File: config.mk
export PLATFORM = sky130hd
export DESIGN_NAME = lli_init_ctrl
export DESIGN_NICKNAME = d
export VERILOG_FILES = /design/src/inc/lli_pkg.sv /design/src/logic/lli_init_ctrl.sv /design/src/logic/lli_credit_track.sv
export SDC_FILE = /design/constraint.sdc
export NUM_CORES = 1
export LEC_CHECK = 0
export ABC_AREA = 1
export BUFFER_PORTS_ARGS = -buffer_cell sky130_fd_sc_hd__buf_2
export CAP_MARGIN = 20
export CORE_MARGIN = 2
export CORE_UTILIZATION = 47
export DETAILED_ROUTE_END_ITERATION = 8
export PLACE_DENSITY = 0.77
export SKIP_LAST_GASP = 1
export SYNTH_ARGS = -nofsm -noshare
export SYNTH_HDL_FRONTEND = slang
export SYNTH_SLANG_ARGS = --single-unit
File: constraint.sdc
create_clock -name clk -period 1.9 [get_ports clk]
set_input_delay 0.19 -clock clk [delete_from_list [all_inputs] [get_ports clk]]
set_output_delay 0.19 -clock clk [all_outputs]
set_load 0.01 [all_outputs]
File: src/inc/lli_pkg.sv
// Purpose: Shared constants and types for the link init control block
// Assumes: 32-bit register port, one clock, async active-low reset
// Notes:   Field positions and offsets are named once here
package lli_pkg;
   // ----------------------------------------------------------------------
   // Register map
   // ----------------------------------------------------------------------
   localparam logic [7:0] LINK_CONTROL_OFFSET = 8'h44;
   localparam logic [7:0] LINK_STATUS_OFFSET  = 8'h48;
   localparam int STALL_HI_BIT   = 17;
   localparam int STALL_LO_BIT   = 16;
   localparam int CRC_MODE_HI    = 15;
   localparam int CRC_MODE_LO    = 14;
   localparam int INIT_STATE_HI  = 27;
   localparam int INIT_STATE_LO  = 24;
   localparam int ADAPT_CRED_LO  = 0;
   localparam int VN0_CRED_LO    = 8;
   localparam int CRED_W         = 8;
   localparam logic [31:0] LINK_CONTROL_RESET = 32'h0000_0000;
   localparam logic [1:0]  CRC_MODE_8BIT      = 2'h0;
   // ----------------------------------------------------------------------
   // Init state encodings
   // ----------------------------------------------------------------------
   localparam logic [3:0] INIT_WAIT_PHY  = 4'h0;
   localparam logic [3:0] INIT_STALL     = 4'h1;
   localparam logic [3:0] INIT_SEND_PARM = 4'h2;
   localparam logic [3:0] INIT_WAIT_PARM = 4'h3;
   localparam logic [3:0] INIT_DONE      = 4'h6;
   localparam logic [7:0] ROUTER_VALUE   = 8'h01;
   localparam logic [7:0] RSVD_ZERO      = 8'h00;

   typedef enum logic [2:0] {
      LLI_PHY_WAIT, LLI_SEND, LLI_RECV, LLI_ACTIVE
   } lli_state_e;

   // Link parameter word exchanged at init
   typedef struct packed {
      logic [7:0] router;
      logic [7:0] adaptCredits;
      logic [7:0] vn0Credits;
      logic [7:0] reserved;
   } lli_param_s;

   // Inbound packet header fields checked by the target
   typedef struct packed {
      logic       valid;
      logic [7:0] reservedCheckField;
   } lli_pkt_s;
endpackage

File: src/logic/lli_init_ctrl.sv
// Purpose: Link layer init control, status and reserved-field check
// Assumes: Documented register port; peer keeps its side of the exchange
// Notes:   One clock; credits shown are those usable by our transmitter
//
// Operation
// - Control bits 17 and 16 halt init until software clears them.
// - Status bits 27:24 show the current init state.
// - State reads 0001 only for a control-bit stall, else 0000 waiting.
// - Status reports adaptive and VN0 credits for our transmit side.
// - A received packet with non-zero reserved check field flags an error.
// - The control-stall state shows only while stalled during init.
// - Each side sends its parameters; received ones are stored and used.
// - The router parameter we advertise is one.
module lli_init_ctrl (
   // Clock and reset
   input  wire logic               clk,
   input  wire logic               rst_b,
   // Register port
   input  wire logic               regWrite,
   input  wire logic               regRead,
   input  wire logic [7:0]         regAddr,
   input  wire logic [31:0]        regWdata,
   output logic [31:0]             regRdata,
   // Physical layer and internal stall sources
   input  wire logic               phyReady,
   input  wire logic               internalStall,
   // Parameter exchange with the peer
   output lli_pkg::lli_param_s     txParam,
   output logic                    txParamValid,
   input  wire logic               txParamReady,
   input  wire lli_pkg::lli_param_s rxParam,
   input  wire logic               rxParamValid,
   // Packet check and credit traffic
   input  wire lli_pkg::lli_pkt_s  rxPkt,
   input  wire logic               useAdapt,
   input  wire logic               useVn0,
   input  wire logic               retAdapt,
   input  wire logic               retVn0,
   // Status
   output logic                    linkUp,
   output logic                    unsupportedPktErr,
   output logic [1:0]              crcMode
);
   // ----------------------------------------------------------------------
   // Control register
   // ----------------------------------------------------------------------
   logic [31:0] linkControl;
   logic [31:0] next_linkControl;
   logic        ctrlStall;

   always_comb begin
      next_linkControl = linkControl;
      if (regWrite && regAddr == lli_pkg::LINK_CONTROL_OFFSET) begin
         next_linkControl = regWdata;
      end
   end

   always_ff @(posedge clk or negedge rst_b) begin
      if (!rst_b) begin
         linkControl <= lli_pkg::LINK_CONTROL_RESET;
      end else begin
         linkControl <= next_linkControl;
      end
   end

   assign ctrlStall = linkControl[lli_pkg::STALL_HI_BIT] |
                      linkControl[lli_pkg::STALL_LO_BIT];
   // CRC mode is held for software; only 8-bit CRC is built
   assign crcMode = linkControl[lli_pkg::CRC_MODE_HI:lli_pkg::CRC_MODE_LO];

   // ----------------------------------------------------------------------
   // Init state machine
   // ----------------------------------------------------------------------
   lli_pkg::lli_state_e state;
   lli_pkg::lli_state_e next_state;
   lli_pkg::lli_param_s peerParam;
   lli_pkg::lli_param_s next_peerParam;
   logic                gotParam;
   logic                next_gotParam;
   logic                sentParam;
   logic                next_sentParam;
   logic                loadCred;

   always_comb begin
      next_state     = state;
      next_peerParam = peerParam;
      next_gotParam  = gotParam;
      next_sentParam = sentParam;
      loadCred       = 1'b0;
      // Parameters can arrive before ours are sent; keep them
      if (rxParamValid && state != lli_pkg::LLI_PHY_WAIT &&
          state != lli_pkg::LLI_ACTIVE) begin
         next_peerParam = rxParam;
         next_gotParam  = 1'b1;
      end
      if (txParamValid && txParamReady) begin
         next_sentParam = 1'b1;
      end
      if (!phyReady) begin
         next_state     = lli_pkg::LLI_PHY_WAIT;
         next_gotParam  = 1'b0;
         next_sentParam = 1'b0;
      end else if (!ctrlStall) begin
         case (state)
            lli_pkg::LLI_PHY_WAIT: begin
               if (!internalStall) begin
                  next_state = lli_pkg::LLI_SEND;
               end
            end
            lli_pkg::LLI_SEND: begin
               if (next_sentParam) begin
                  next_state = lli_pkg::LLI_RECV;
               end
            end
            lli_pkg::LLI_RECV: begin
               if (next_gotParam) begin
                  next_state = lli_pkg::LLI_ACTIVE;
                  loadCred   = 1'b1;
               end
            end
            lli_pkg::LLI_ACTIVE: begin
               next_state = lli_pkg::LLI_ACTIVE;
            end
            default: begin
               next_state = lli_pkg::LLI_PHY_WAIT;
            end
         endcase
      end
   end

   always_ff @(posedge clk or negedge rst_b) begin
      if (!rst_b) begin
         state     <= lli_pkg::LLI_PHY_WAIT;
         peerParam <= '0;
         gotParam  <= 1'b0;
         sentParam <= 1'b0;
      end else begin
         state     <= next_state;
         peerParam <= next_peerParam;
         gotParam  <= next_gotParam;
         sentParam <= next_sentParam;
      end
   end

   // Our advertised parameters
   always_comb begin
      txParam              = '0;
      txParam.router       = lli_pkg::ROUTER_VALUE;
      txParam.adaptCredits = 8'h10;
      txParam.vn0Credits   = 8'h04;
      txParam.reserved     = lli_pkg::RSVD_ZERO;
   end
   assign txParamValid = (state == lli_pkg::LLI_SEND) && !sentParam &&
                         !ctrlStall && phyReady;
   assign linkUp = (state == lli_pkg::LLI_ACTIVE);

   // ----------------------------------------------------------------------
   // Status encoding
   // ----------------------------------------------------------------------
   logic [3:0] initState;

   always_comb begin
      case (state)
         lli_pkg::LLI_SEND:   initState = lli_pkg::INIT_SEND_PARM;
         lli_pkg::LLI_RECV:   initState = lli_pkg::INIT_WAIT_PARM;
         lli_pkg::LLI_ACTIVE: initState = lli_pkg::INIT_DONE;
         default:             initState = lli_pkg::INIT_WAIT_PHY;
      endcase
      // Only the control bits show as stall; other stalls look like
      // plain waiting
      if (ctrlStall && phyReady && state != lli_pkg::LLI_ACTIVE) begin
         initState = lli_pkg::INIT_STALL;
      end
   end

   // ----------------------------------------------------------------------
   // Transmit credits and reserved field check
   // ----------------------------------------------------------------------
   logic [7:0] adaptAvail;
   logic [7:0] vn0Avail;
   logic       next_unsupportedPktErr;

   // Peer's grant is what our transmitter may spend
   lli_credit_track u_credit (
      .clk        (clk),
      .rst_b      (rst_b),
      .load       (loadCred),
      .loadAdapt  (next_peerParam.adaptCredits),
      .loadVn0    (next_peerParam.vn0Credits),
      .useAdapt   (useAdapt && linkUp),
      .useVn0     (useVn0 && linkUp),
      .retAdapt   (retAdapt && linkUp),
      .retVn0     (retVn0 && linkUp),
      .adaptAvail (adaptAvail),
      .vn0Avail   (vn0Avail)
   );

   always_comb begin
      next_unsupportedPktErr = rxPkt.valid &&
         (rxPkt.reservedCheckField != lli_pkg::RSVD_ZERO);
   end

   // ----------------------------------------------------------------------
   // Read data
   // ----------------------------------------------------------------------
   logic [31:0] statusWord;
   logic [31:0] next_regRdata;

   always_comb begin
      statusWord = '0;
      statusWord[lli_pkg::INIT_STATE_HI:lli_pkg::INIT_STATE_LO] =
         initState;
      statusWord[lli_pkg::ADAPT_CRED_LO +: lli_pkg::CRED_W] = adaptAvail;
      statusWord[lli_pkg::VN0_CRED_LO +: lli_pkg::CRED_W]   = vn0Avail;
      next_regRdata = regRdata;
      if (regRead) begin
         case (regAddr)
            lli_pkg::LINK_CONTROL_OFFSET: next_regRdata = linkControl;
            lli_pkg::LINK_STATUS_OFFSET:  next_regRdata = statusWord;
            default:                      next_regRdata = 32'h0000_0000;
         endcase
      end
   end

   always_ff @(posedge clk or negedge rst_b) begin
      if (!rst_b) begin
         regRdata          <= 32'h0000_0000;
         unsupportedPktErr <= 1'b0;
      end else begin
         regRdata          <= next_regRdata;
         unsupportedPktErr <= next_unsupportedPktErr;
      end
   end

   // ----------------------------------------------------------------------
   // Checks
   // ----------------------------------------------------------------------
   // A control stall with the physical layer ready holds the init state
   a_stall_holds: assert property (
      @(posedge clk) disable iff (!rst_b)
      ctrlStall && phyReady && state != lli_pkg::LLI_ACTIVE
      |=> $stable(state))
      else $error("init advanced while stalled");
   a_stall_code: assert property (
      @(posedge clk) disable iff (!rst_b)
      (initState == lli_pkg::INIT_STALL) |-> ctrlStall)
      else $error("stall code without control stall");
   a_internal_wait: assert property (
      @(posedge clk) disable iff (!rst_b)
      internalStall && !ctrlStall && state == lli_pkg::LLI_PHY_WAIT
      |-> initState == lli_pkg::INIT_WAIT_PHY)
      else $error("internal stall not shown as waiting");
   a_status_read: assert property (
      @(posedge clk) disable iff (!rst_b)
      regRead && regAddr == lli_pkg::LINK_STATUS_OFFSET
      |=> regRdata[27:24] == $past(initState))
      else $error("status field mismatch");
   a_rsvd_flag: assert property (
      @(posedge clk) disable iff (!rst_b)
      rxPkt.valid && rxPkt.reservedCheckField != 8'h00
      |=> unsupportedPktErr)
      else $error("reserved field error missed");
   a_router_one: assert property (
      @(posedge clk) disable iff (!rst_b)
      txParamValid |-> txParam.router == 8'h01)
      else $error("router value not one");
   a_resume_send: assert property (
      @(posedge clk) disable iff (!rst_b)
      $fell(ctrlStall) && phyReady && state == lli_pkg::LLI_SEND
      |-> txParamValid || sentParam)
      else $error("init did not resume");
   a_cred_load: assert property (
      @(posedge clk) disable iff (!rst_b)
      loadCred |=> adaptAvail == $past(next_peerParam.adaptCredits)
      && linkUp)
      else $error("tx credits not loaded from peer");
   a_stall_active: assert property (
      @(posedge clk) disable iff (!rst_b)
      linkUp |-> initState != lli_pkg::INIT_STALL)
      else $error("stall shown after init");
   c_link_up: cover property (@(posedge clk) disable iff (!rst_b)
      $rose(linkUp));
   c_stall_then_up: cover property (@(posedge clk) disable iff (!rst_b)
      initState == lli_pkg::INIT_STALL ##[1:200] linkUp);
   c_rsvd_err: cover property (@(posedge clk) disable iff (!rst_b)
      unsupportedPktErr);
endmodule

File: src/logic/lli_credit_track.sv
// Purpose: Transmit-side credit counters for adaptive and VN0 nets
// Assumes: Peer grants credits in its init parameters, returns one at a time
// Notes:   Counters saturate; never underflow
module lli_credit_track (
   // Clock and reset
   input  wire logic        clk,
   input  wire logic        rst_b,
   // Initial grant from the peer
   input  wire logic        load,
   input  wire logic [7:0]  loadAdapt,
   input  wire logic [7:0]  loadVn0,
   // Credit traffic
   input  wire logic        useAdapt,
   input  wire logic        useVn0,
   input  wire logic        retAdapt,
   input  wire logic        retVn0,
   // Available counts
   output logic [7:0]       adaptAvail,
   output logic [7:0]       vn0Avail
);
   logic [7:0] next_adaptAvail;
   logic [7:0] next_vn0Avail;

   function automatic logic [7:0] step(input logic [7:0] c,
                                       input logic u, input logic r);
      logic [7:0] n;
      n = c;
      if (r && !u && c != 8'hFF) begin
         n = c + 8'h01;
      end else if (u && !r && c != 8'h00) begin
         n = c - 8'h01;
      end
      return n;
   endfunction

   always_comb begin
      next_adaptAvail = step(adaptAvail, useAdapt, retAdapt);
      next_vn0Avail   = step(vn0Avail, useVn0, retVn0);
      if (load) begin
         next_adaptAvail = loadAdapt;
         next_vn0Avail   = loadVn0;
      end
   end

   always_ff @(posedge clk or negedge rst_b) begin
      if (!rst_b) begin
         adaptAvail <= 8'h00;
         vn0Avail   <= 8'h00;
      end else begin
         adaptAvail <= next_adaptAvail;
         vn0Avail   <= next_vn0Avail;
      end
   end
endmodule

==> Word-level counts from Yosys, hierarchy flattened <==
Cells that the tools add are included.
{ "totals": {"elab_cells": 88, "regBits": 110, "input_bits": 93, "output_inout_bits": 69} }
{ "op_classes": {"n_reduce_logical": 36, "n_eq_ne": 12, "muxes": 24, "n_bitwise": 1, "add_sub_neg": 4} }
{ "op_table": {"columns": ["cell", "count"], "rows": [
  ["one-hot mux 32 bit (2 select lines)", 1],
  ["2-to-1 mux 8 bit", 6],
  ["2-to-1 mux 24 bit", 1],
  ["nonzero test 8 bit", 3],
  ["logical AND 1 bit", 22],
  ["adder 8 x 1 -> 8 bit, second input constant", 2],
  ["equality test 8 x 7 -> 1 bit, second input constant", 2],
  ["inequality test 8 bit, second input constant", 2],
  ["subtractor 8 x 1 -> 8 bit, second input constant", 2],
  ["2-to-1 mux 3 bit", 5],
  ["one-hot mux 3 bit (4 select lines)", 1],
  ["inequality test 3 bit, second input constant", 3],
  ["one-hot mux 3 bit (3 select lines)", 1],
  ["nonzero test 3 bit", 3],
  ["2-to-1 mux 1 bit", 8],
  ["equality test 3 x 2 -> 1 bit, second input constant", 2],
  ["logical NOT 1 bit", 6],
  ["2-to-1 mux 4 bit", 1],
  ["AND reduction 4 bit", 1],
  ["equality test 3 x 1 -> 1 bit, second input constant", 1],
  ["logical NOT 3 bit", 1],
  ["inequality test 3 x 2 -> 1 bit, second input constant", 1],
  ["inequality test 2 bit, second input constant", 1],
  ["OR 1 bit", 1]
]} }

==> Logic depth before layout (Yosys ltp) <==
Gate-level depths: netlist of run 1.
{ "logic_depth": {"ltp_word": 10, "ltp_mapped": 14, "ltp_nobuf": 14} }

==> By module <==
From an unflattened synthesis of run 1, not the netlist that was laid out.
{ "hier_totals": {"cells_unflattened": 756, "area_unflattened_um2": 5694.2} }
{ "by_module_without_submodules": {"columns": ["module", "area_per_inst_um2", "cells_each", "instances", "seq_area_each_um2"], "rows": [
  ["lli_init_ctrl", 4036.4, 501, 1, 2127.0],
  ["lli_credit_track", 1657.8, 255, 1, 400.4]
]} }

==> Worst setup path before layout of run 1 <==
No wires, ideal clock.
{ "synth_path": {"path_type": "flip-flop to flip-flop", "startpoint": "register state[0]", "endpoint": "register u_credit.adaptAvail[7]", "path_buffers": 0, "arrival_ps": 1910, "stages_incl_launch_ff": 12, "period_less_slack_ps": 2026, "setup_ps": 116, "required_time_ps": 1784, "slack_ps": -126, "cell_sequence": "dfrtp_1 nand2_2 nor3_2 nand2_1 ha_1 or2_2 nand3_1 nand2_1 nand3_1 nand3_1 nand2_1 nand2_1"} }
{ "synth_between": {"elab_chain_cells": 9, "word_cells_on_any_way": 23, "classes_between": "3 x eq/ne; 8 x mux; 12 x reduce/logical"} }
{ "synth_rtl": {"columns": ["item", "line", "text"], "rows": [
  ["start: declaration", "lli_init_ctrl.sv:74", "lli_pkg::lli_state_e state;"],
  ["start signal: assignment", "lli_init_ctrl.sv:133", "state <= lli_pkg::LLI_PHY_WAIT;"],
  ["start signal: assignment", "lli_init_ctrl.sv:138", "state <= next_state;"],
  ["nonzero test 3 bit", "lli_init_ctrl.sv:91", "if (rxParamValid && state != lli_pkg::LLI_PHY_WAIT &&"],
  ["logical AND 1 bit (2 in series)", "lli_init_ctrl.sv:91", null],
  ["2-to-1 mux 1 bit", "lli_init_ctrl.sv:91", null],
  ["2-to-1 mux 1 bit", "lli_init_ctrl.sv:116", "if (next_gotParam) begin"],
  ["2-to-1 mux 1 bit", "lli_init_ctrl.sv:104", "case (state)"],
  ["2-to-1 mux 1 bit", "lli_init_ctrl.sv:103", "end else if (!ctrlStall) begin"],
  ["2-to-1 mux 1 bit", "lli_init_ctrl.sv:99", "if (!phyReady) begin"],
  ["nonzero test 3 bit (no source line) or 2-to-1 mux 8 bit (tied branches)", null, null],
  ["end signal: assignment", "lli_credit_track.sv:50", "adaptAvail <= next_adaptAvail;"],
  ["end: declaration", "lli_credit_track.sv:18", "output logic [7:0] adaptAvail,"]
]} }
Parallel ways exist; a longest one is shown, timed or not.
A chain may end at the register's enable or synchronous reset.

==> Final worst setup path of run 1 <==
{ "layout_path": {"startpoint": "register state[1]", "endpoint": "register u_credit.adaptAvail[6]"} }
The elaborated chain is that of the path after synthesis.

==> results of run 1 <==
## critical path, cell delays in order (launching register included)
cell,delay (ps)
dfrtp_1,390
nand2_4,100
nor3_4,230
nand2_2,190
ha_4,310
nand2_1,60
or2_2,300
nand4_1,80
nand3_1,80
nand2_1,70
nand2_1,50
## what timing repair did
action                                  in CTS  in global routing
setup buffers                                6                  3
cloned                                       2                  0
hold buffers                                 1                  0
endpoints found under the setup margin      10                 14
resized for setup                            9                 17
hold endpoints to repair                    32                  0
pin swaps                                    2                  9
## synthesized netlist by cell type (2+ instances only)
library cell | count | area share
xnor2_1 | 4 | 0.0064
buf_4 | 36 | 0.049
nor2_1 | 54 | 0.037
o21ai_0 | 11 | 0.010
ha_1 | 14 | 0.032
clkbuf_1 | 13 | 0.0089
nor3_1 | 2 | 0.0018
xor2_1 | 2 | 0.0032
a21oi_1 | 17 | 0.016
or2_2 | 4 | 0.0046
buf_2 | 8 | 0.0073
o21ai_1 | 31 | 0.028
nor3_2 | 2 | 0.0037
inv_2 | 9 | 0.0062
o31ai_1 | 8 | 0.011
inv_1 | 75 | 0.051
a31oi_1 | 20 | 0.023
nand4_1 | 4 | 0.0046
nand2_1 | 216 | 0.15
fa_1 | 2 | 0.0073
o211ai_1 | 3 | 0.0041
nor2_2 | 3 | 0.0034
buf_6 | 2 | 0.0041
nand3_1 | 51 | 0.047
dfrtp_1 | 101 | 0.46
conb_1 | 2 | 0.0014
nor4_1 | 2 | 0.0023
## layer usage
layer / vias up / part of all wire / GRT usage
met5: - / 0 / 0
met4: 0 / 0.014 / 0.0659
met3: 12 / 0.053 / 0.0397
met2: 142 / 0.46 / 0.318
met1: 2227 / 0.47 / 0.295
li1: 2476 / - / -
## metrics by stage
step | util | total power [µW] | instances | hold WS [ps] | setup WS, ps
after floorplan | - | 2550 | 735 | -106 | -12.6
after global placement | 0.559 | 2700 | 974 | 172 | -31.2
after detailed placement | 0.559 | 2710 | 974 | 172 | -93.4
after CTS | 0.593 | 4450 | 999 | 58.2 | -18.5
after global routing | 0.604 | 4590 | 1002 | 58.6 | -177
final | 0.604 | 4400 | 1002 | 68.2 | -70.9
## cells by family (layout without fill, tap and decap cells)
family,Yosys count,after routing
AOI/OAI and AO/OA,92,92
DFF,101,101
buffers and inverters,143,265
adders and majority gates,16,16
and+or+nand+nor,345,347
other,2,32
xor gates and xnor gates,6,6
## path summary, 6_finish.rpt
| path | start | endpoint | slack, ps | cells after the start |
|---|---|---|---|---|
| worst max-delay path | state[1]$_DFFE_PN0P_ | u_credit.adaptAvail[6]$_DFFE_PN0P_ | -70 | 10 |
| worst min-delay path | rxParam[11] | peerParam[11]$_DFF_PN0_ | 70 | 3 |
| worst max register to register | state[1]$_DFFE_PN0P_ | u_credit.adaptAvail[6]$_DFFE_PN0P_ | -70 | 10 |
| worst min register to register | regRdata[29]$_DFFE_PN0P_ | regRdata[29]$_DFFE_PN0P_ | 480 | 2 |
| max in group asynchronous | rst_b | linkControl[8]$_DFFE_PN0P_ | 980 | 3 |
| min in group asynchronous | rst_b | peerParam[21]$_DFF_PN0_ | 330 | 2 |
## state kept, by name, summed over array words and instances (netlist names)
| name | cells |
|---|---|
| sentParam | 1 |
| u_credit.adaptAvail | 8 |
| state | 2 |
| regRdata | 32 |
| unsupportedPktErr | 1 |
| u_credit.vn0Avail | 8 |
| gotParam | 1 |
| peerParam | 16 |
| linkControl | 32 |
## layout make-up
type,count,share of cell area
well taps,143,0.0260
repair buffers,165,0.143
inverters,84,0.0457
flip-flops and latches,101,0.367
clock buffers,10,0.0332
multi-input cells,493,0.378
clock inverters,6,0.00744
## power breakdown
group,total [µW],leakage [µW],switching (µW),internal [µW]
combinational,382,0.00229,232,150
sequential,2280,0.00130,42.4,2240
clock,1730,0.000134,822,910
total,4400,0.00373,1100,3300
==> flow_summary.yaml, run 1 <==
clocking:
  clk_pin_slew_ps: 70
  cts.root.buffer_cell: "clkbuf_16"
  clock_sinks: 101
  cts_buffer_depth: 2
  cts_buffers: 9
  htreeDepth: 3
  tritoncts_clock_tree: "yes"
  insertion_delay_ps: 340
detailed_routing:
  route.final.wire_length_um: 12800
  detailedRoute.firstPassIterationCount: 4
  detail_route.vias_per_cell: 4.85
  drt-initial-drc-count: 327
  num_vias: 4857
  routed_wire_length_per_instance_um: 12.7
  route.detailed.drc: 0
  ant_nets: 0
min_path:
  min_path_type: "input port to flop"
yosys:
  synth_top_flop_cell: "dfrtp_1"
  seq_area_frac_synth: 0.461
  multiplexer_share_of_the_synthesized_area: 0
  synth-xor-area-share: 0.00958
  synth_compound_gate_area_share: 0.0961
  synth_edf_count: 0
  synth_simple_gate_area_share: 0.266
  synthAdderAreaFrac: 0.0393
  synth_area_per_cell_um2: 7.78
  mappedNetlistArea_um2: 5480
  yosys_register_bits: 101
  syn-instance-count: 705
  async_reset_ff_frac: 1.00
  largest_family_of_logic_cells_by_synthesized_area: "simple AND/OR/NAND/NOR gates"
  yosysWarnings: 0
  synth.lib_cells_used.distinct: 36
sta:
  postLayoutSetupSlackWorst_ps: -70.9
  totalNegativeSetupSlack_ps: -120
  worst_slew_margin_rel: 0.605
  finalCritPeriodShare: 1.04
  maxSlewViolCount: 0
  setup_repair_after_global_routing_missed_its_margin: "true"
  worst_margin_pin_slew_ps: 592
  fmax_ghz: 0.507
  final_hold_viol_count: 0
  timing.final.setup_violations: 3
  period_minus_slack_ps: 1970
  skew_ps: 6.76
critical_path:
  worst-setup-path-type: "flop to flop"
  cp.required_ps: 2130
  critical_path.max_fanout: 5
  worst-endpoint-arrival_ps: 2210
  worstSetupEndpointType: "flop"
  cp-start-kind: "flop"
global_route:
  number_of_antenna_violations_at_the_first_check_in_global_routing: 0
  grt_pass1_wl_um: 21000
  groute.usage.overall: 0.206
  number_of_global_route_vias_before_repair: 4474
  largest_net_degree_at_the_start_of_global_routing: 47
  grt-ovfl-total: 0
layout:
  antenna_cells_inserted: 0
  mostFrequentLayoutCells: "211 x nand2_1, 112 x buf_2, 101 x dfrtp_1, 75 x inv_1, 53 x nor2_1"
  area.sequential_um2: 2530
  drive_gt1_frac: 0.270
  num-nets-final: 963
  finalInstanceArea_um2: 6890
  mostFrequentLayoutCell: "nand2_1"
  fill_cells: 1027
  synthToLayoutAreaGrowth_pct: 25.7
  multiInputGateArea_um2: 2610
outcome:
  violated_checks: "negative setup slack"
  status: "finished with violations"
flow_run:
  max_cap_viol_count: 0
die:
  ios: 162
  core_area_um2: 11400
  floorplan.die_area_um2: 12500
  fp-row-count: 39
  start_util: 0.480
  die_h_um: 112
  die_w_um: 112
power:
  p_leak_uw: 0.00373
  irDropWorstVdd_uv: 497
  powerDensity_nw_per_um2: 638
placed_design:
  placement.io_buffers: 113
  gp_routability_congestion: 0.873
  placement.cell_area_um2: 6380
  hpwlAfterDp_um: 9250
Power figures use the tool's default switching activity.
==> inputs of run 2 (changes only) <==
- CORE_UTILIZATION: 47 -> 48
- SYNTH_HIERARCHICAL: unset -> 1
==> flow_summary.yaml, run 2 <==
global_route:
  number_of_global_route_vias_before_repair: 5109
  largest_net_degree_at_the_start_of_global_routing: 49
  grt-ovfl-total: 0
  groute.usage.overall: 0.226
  number_of_antenna_violations_at_the_first_check_in_global_routing: 0
  grt_pass1_wl_um: 23300
die:
  die_h_um: 113
  fp-row-count: 39
  ios: 162
  floorplan.die_area_um2: 12700
  die_w_um: 113
  start_util: 0.494
  core_area_um2: 11500
layout:
  mostFrequentLayoutCells: "261 x nand2_1, 112 x buf_2, 101 x dfrtp_1, 72 x inv_1, 70 x buf_4"
  num-nets-final: 1040
  drive_gt1_frac: 0.308
  mostFrequentLayoutCell: "nand2_1"
  synthToLayoutAreaGrowth_pct: 31.9
  finalInstanceArea_um2: 7510
  antenna_cells_inserted: 0
  top_flop_regs: "linkControl: 32 flops, regRdata: 32 flops, peerParam: 16 flops"
critical_path:
  cp.required_ps: 2130
  crit_path_cell_trace: "nand2_4 > nor2_4 > inv_2 > nor2_4 > nand2_4 > ha_4 > buf_4 > nand4_1 > nand3_1 > nand3_1 > nand2_2 > nand2_1"
  timing.reg2reg.worst_path_depth: 12
  timing.reg2reg.setup_slack_ps: -220
  critical_path.max_fanout: 5
  cp-start-kind: "flop"
  worstPathBufferInverterCount: 2
  timing.critical_path.slowest_stage_cell: "dfrtp_1"
  worstSetupEndpointType: "flop"
  worst-setup-path-type: "flop to flop"
  max_incr_delay_on_cp_ps: 410
  timing.rr.start: "state[1]$_DFFE_PN0P_"
  timing.critical_path.max_delay_family: "simple AND/OR/NAND/NOR gates"
  worst-endpoint-arrival_ps: 2350
  rr_endpoint: "u_credit/adaptAvail[5]$_DFFE_PN0P_"
detailed_routing:
  route.detailed.drc: 8
  routed_wire_length_per_instance_um: 14.1
  detailedRoute.firstPassIterationCount: 7
  drt-initial-drc-count: 337
  detail_route.vias_per_cell: 5.00
  ant_nets: 0
  route.final.wire_length_um: 15200
  num_vias: 5394
yosys:
  synth_area_per_cell_um2: 7.53
  synth-xor-area-share: 0.00923
  mappedNetlistArea_um2: 5690
  largest_family_of_logic_cells_by_synthesized_area: "simple AND/OR/NAND/NOR gates"
  yosys_register_bits: 101
  yosysWarnings: 6
  synth.lib_cells_used.distinct: 38
  synth_top_flop_cell: "dfrtp_1"
  post-synth-top-area-cell: "dfrtp_1"
  synthAdderAreaFrac: 0.0378
  async_reset_ff_frac: 1.00
  synth_common_cells: "276 x nand2_1, 101 x dfrtp_1, 76 x inv_1, 61 x nand3_1, 50 x nor2_1"
  multiplexer_share_of_the_synthesized_area: 0
  netlist_top_cells_area: "dfrtp_1 44%, nand2_1 18%, nand3_1 5.4%, buf_4 5.3%, inv_1 5.0%"
  synth_edf_count: 0
  fraction_of_synthesized_cell_area_taken_by_the_top_area_cell_type: 0.444
  synth_simple_gate_area_share: 0.312
  library_cell_with_the_highest_instance_count_after_synthesis: "nand2_1"
  synth_compound_gate_area_share: 0.0683
  seq_area_frac_synth: 0.444
  syn-instance-count: 756
sta:
  period_minus_slack_ps: 2120
  timing.final.setup_violations: 16
  finalCritPeriodShare: 1.12
  fmax_ghz: 0.472
  maxSlewViolCount: 0
  skew_ps: 6.50
  postLayoutSetupSlackWorst_ps: -220
  final_hold_viol_count: 0
  setup_repair_after_global_routing_missed_its_margin: "true"
placed_design:
  placement.cell_area_um2: 6720
  hpwlAfterDp_um: 10200
  gp_routability_congestion: 0.897
  placement.io_buffers: 113
  place_ws_ps: -181
clocking:
  cts_buffers: 9
  cts.root.buffer_cell: "clkbuf_16"
  insertion_delay_ps: 350
  cts_buffer_depth: 2
  htreeDepth: 3
  clk_pin_slew_ps: 80
  clock_sinks: 101
  tritoncts_clock_tree: "yes"
outcome:
  violated_checks: "design-rule violations, negative setup slack"
  status: "finished with violations"
min_path:
  holdPathStages: 3
  worst_hold_startpoint: "rxParam[15]"
  min_path_type: "input port to flop"
  hold_end: "peerParam[15]$_DFF_PN0_"
power:
  p_leak_uw: 0.00420
  irDropWorstVdd_uv: 433
  powerDensity_nw_per_um2: 656
flow_run:
  max_cap_viol_count: 0
[run 2: worst max path at each step]
stage | from | end | slack, ps | cells after the start
6_report | state[1]$_DFFE_PN0P_ | u_credit/adaptAvail[5]$_DFFE_PN0P_ | -220 | 12
4_1_cts | state[0]$_DFFE_PN0P_ | u_credit/vn0Avail[7]$_DFFE_PN0P_ | -130 | 14
3_5_place_dp | state[0]$_DFFE_PN0P_ | u_credit/adaptAvail[7]$_DFFE_PN0P_ | -180 | 14
5_1_grt | state[1]$_DFFE_PN0P_ | u_credit/adaptAvail[5]$_DFFE_PN0P_ | -340 | 12
3_3_place_gp | state[1]$_DFFE_PN0P_ | u_credit/vn0Avail[7]$_DFFE_PN0P_ | -90 | 13
2_1_floorplan | state[1]$_DFFE_PN0P_ | u_credit/vn0Avail[1]$_DFFE_PN0P_ | -150 | 12
[run 2: per-layer routing]
metal,share of wire,global-route usage,up-vias
met1,0.42,0.289,2537
met3,0.051,0.0364,26
met5,0,0,-
met4,0.024,0.0789,0
li1,-,-,2653
met2,0.51,0.394,178
[run 2: kinds of logic after synthesis]
family / after synthesis
AND/OR/NAND/NOR: 417
flip-flops: 101
adder cells (fa/ha/maj): 16
XOR/XNOR: 6
buffers and inverters: 141
AO/OA/AOI/OAI: 73
other: 2
[run 2: layout make-up]
cell class                 instances  area, µm²
fill                             959       4000
multi-input combinational        546       2940
sequential                       101       2530
timing repair buffer             193       1260
inverter                          80        313
clock buffer                       9        225
tap                              143        179
clock inverter                     7       75.1
[run 2: worst reg2reg max path: cells and delay by family (launching register included)]
family        cells  cell delay (ps)
fa+ha+maj         1              360
buf+inv           2              170
flops             1              410
simple gates      9             1050
[run 2: timing repair]
item | in CTS | in global routing
endpoints found under the setup margin | 16 | 16
hold buffers | 1 | 0
gates resized for setup | 15 | 46
cloned | 2 | 0
pin swaps | 11 | 38
hold endpoints to repair | 31 | 0
setup buffers | 4 | 18
[run 2: report_power, final]
part | switching (µW) | internal, µW | leakage [µW]
clock | 921 | 936 | 0.000145
combinational | 448 | 336 | 0.00271
sequential | 43.0 | 2240 | 0.00134
total | 1410 | 3520 | 0.00420
[run 2: through the flow]
step	utilization	setup TNS, ps	hold WS [ps]	total power, µW	instances
5_1_grt	0.652	-4120	80.6	5130	1079
2_1_floorplan	-	-1650	-106	2760	786
3_3_place_gp	0.584	-795	164	2990	1038
6_report	0.652	-2320	62.4	4930	1079
3_5_place_dp	0.584	-1480	165	3010	1038
4_1_cts	0.621	-1160	55.1	4860	1061
==> inputs of run 3 (changes only) <==
- CORE_UTILIZATION: 48 -> 57
- PLACE_DENSITY: 0.77 -> 0.86
- clock period: 1.9 -> 2.65 ns (I/O delays scaled with it)
==> flow_summary.yaml, run 3 (synthesized netlist as in run 2, its figures left out) <==
clocking:
  clock_sinks: 101
  clk_pin_slew_ps: 110
  cts.root.buffer_cell: "clkbuf_8"
  tritoncts_clock_tree: "yes"
  cts_buffer_depth: 2
  cts_buffers: 9
  insertion_delay_ps: 370
  postCtsSetupBuffers: 0
  htreeDepth: 3
die:
  core_area_um2: 9730
  die_w_um: 104
  ios: 162
  fp-row-count: 36
  floorplan.die_area_um2: 10800
  start_util: 0.585
  die_h_um: 104
global_route:
  number_of_antenna_violations_at_the_first_check_in_global_routing: 1
  groute.usage.overall: 0.239
  grt_pass1_wl_um: 21200
  grt-ovfl-total: 0
  largest_net_degree_at_the_start_of_global_routing: 47
  number_of_global_route_vias_before_repair: 4642
power:
  p_leak_uw: 0.00375
  internal_power_uw: 2130
  p_comb_frac: 0.137
  powerDensity_nw_per_um2: 467
  report.power.total_uw: 3020
  p_sw_uw: 886
  power.switching_fraction: 0.293
  pwr-share-clk: 0.315
  irDropWorstVdd_uv: 295
  seqPwrFrac: 0.548
sta:
  worst_slew_margin_rel: 0.496
  totalNegativeSetupSlack_ps: 0
  finalCritPeriodShare: 0.947
  fin_hold_ws_ps: 122
  maxSlewViolCount: 0
  period_minus_slack_ps: 2510
  skew_ps: 15.2
  fmax_ghz: 0.399
  worst_margin_pin_slew_ps: 755
  final_hold_viol_count: 0
  timing.final.setup_violations: 0
critical_path:
  cp.required_ps: 2900
  worstSetupEndpointType: "flop"
  worst-setup-path-type: "flop to flop"
  cp-start-kind: "flop"
  timing.reg2reg.worst_path_depth: 12
  worst-endpoint-arrival_ps: 2760
  critical_path.max_fanout: 10
layout:
  area.sequential_um2: 2530
  multiInputGateArea_um2: 2580
  top_flop_regs: "linkControl: 32 flops, regRdata: 32 flops, peerParam: 16 flops"
  fill_cells: 849
  final-instance-count-excl-fill: 1004
  synthToLayoutAreaGrowth_pct: 13.6
  mostFrequentLayoutCell: "nand2_1"
  drive_gt1_frac: 0.197
  finalInstanceArea_um2: 6470
  num-nets-final: 974
  mostFrequentLayoutCells: "276 x nand2_1, 112 x buf_2, 101 x dfrtp_1, 76 x inv_1, 61 x nand3_1"
placed_design:
  gp_routability_congestion: 0.893
  hpwlAfterDp_um: 9210
  dp_cells: 986
  placement.cell_area_um2: 6250
  placement.io_buffers: 113
detailed_routing:
  routed_wire_length_per_instance_um: 12.8
  drt-initial-drc-count: 290
  detail_route.vias_per_cell: 5.03
  detailedRoute.firstPassIterationCount: 5
  route.detailed.drc: 0
  ant_nets: 0
  route.final.wire_length_um: 12800
  num_vias: 5050
flow_run:
  max_cap_viol_count: 0
outcome:
  status: "finished clean"
min_path:
  min_path_type: "input port to flop"
  holdPathStages: 3
run 3: changes by cell type in the layout (fill, tap and decap cells not counted), moves of 8 or more:
| cell | before | now |
|---|---|---|
| nand2_2 | 13 | 2 |
| ha_4 | 12 | 1 |
| buf_4 | 70 | 15 |
| nand3_1 | 53 | 61 |
| clkbuf_8 | 0 | 9 |
| clkbuf_16 | 9 | 0 |
| nand2_1 | 261 | 276 |
| ha_1 | 2 | 13 |
run 3: path summary, 6_finish.rpt:
| kind | startpoint | endpoint | slack (ps) |
|---|---|---|---|
| max in group asynchronous | rst_b | u_credit/adaptAvail[6]$_DFFE_PN0P_ | 1510 |
| min | regWdata[0] | linkControl[0]$_DFFE_PN0P_ | 120 |
| max | state[1]$_DFFE_PN0P_ | u_credit/vn0Avail[6]$_DFFE_PN0P_ | 140 |
| max reg2reg | state[1]$_DFFE_PN0P_ | u_credit/vn0Avail[6]$_DFFE_PN0P_ | 140 |
| min in group asynchronous | rst_b | u_credit/vn0Avail[3]$_DFFE_PN0P_ | 440 |
| min reg2reg | peerParam[21]$_DFF_PN0_ | peerParam[21]$_DFF_PN0_ | 480 |
run 3: final cells by class:
type,instances,area share
Inverter,80,0.0472
Sequential cell,101,0.391
Clock buffer,9,0.0192
Multi-Input combinational cell,544,0.399
Antenna cell,1,0.000387
Timing Repair Buffer,129,0.109
Tap cell,133,0.0257
Clock inverter,7,0.00948
run 3: power groups by stage:
stage	clock network [µW]	logic (µW)	registers [µW]
after CTS	959	412	1650
after global placement	0	390	1680
after detailed placement	0	405	1680
after global routing	1020	470	1660
final	949	415	1650
after floorplan	0	286	1670
run 3: worst max-delay path, stage by stage (launching register included):
cell and delay [ps]:
dfrtp_1 440, nand2_2 180, nor2_1 130, inv_1 60, nor2_1 150, nand2_2 220
ha_1 450, a21oi_1 110, or2_2 290, nand4_1 90, nand3_1 100, nand2_1 120
nand2_1 50
run 3: routing by layer:
| metal | vias up | wire length (µm) | track usage |
|---|---|---|---|
| met5 | - | 0 | 0 |
| met4 | 0 | 316 | 0.0869 |
| met3 | 23 | 694 | 0.0326 |
| met2 | 175 | 6530 | 0.408 |
| met1 | 2335 | 5300 | 0.313 |
| li1 | 2517 | - | - |
run 3: repair_timing:
item | in CTS | in global routing
setup endpoints to repair | 0 | 5
resized for setup | 0 | 3
hold buffers | 1 | 0
hold endpoints to repair | 43 | 0
run 3: through the flow:
step | util | setup slack, ps
finish | 0.665 | 141
global route | 0.665 | -39.4
CTS | 0.662 | 146
detailed placement | 0.642 | 196
global placement | 0.642 | 302
floorplan | - | 434
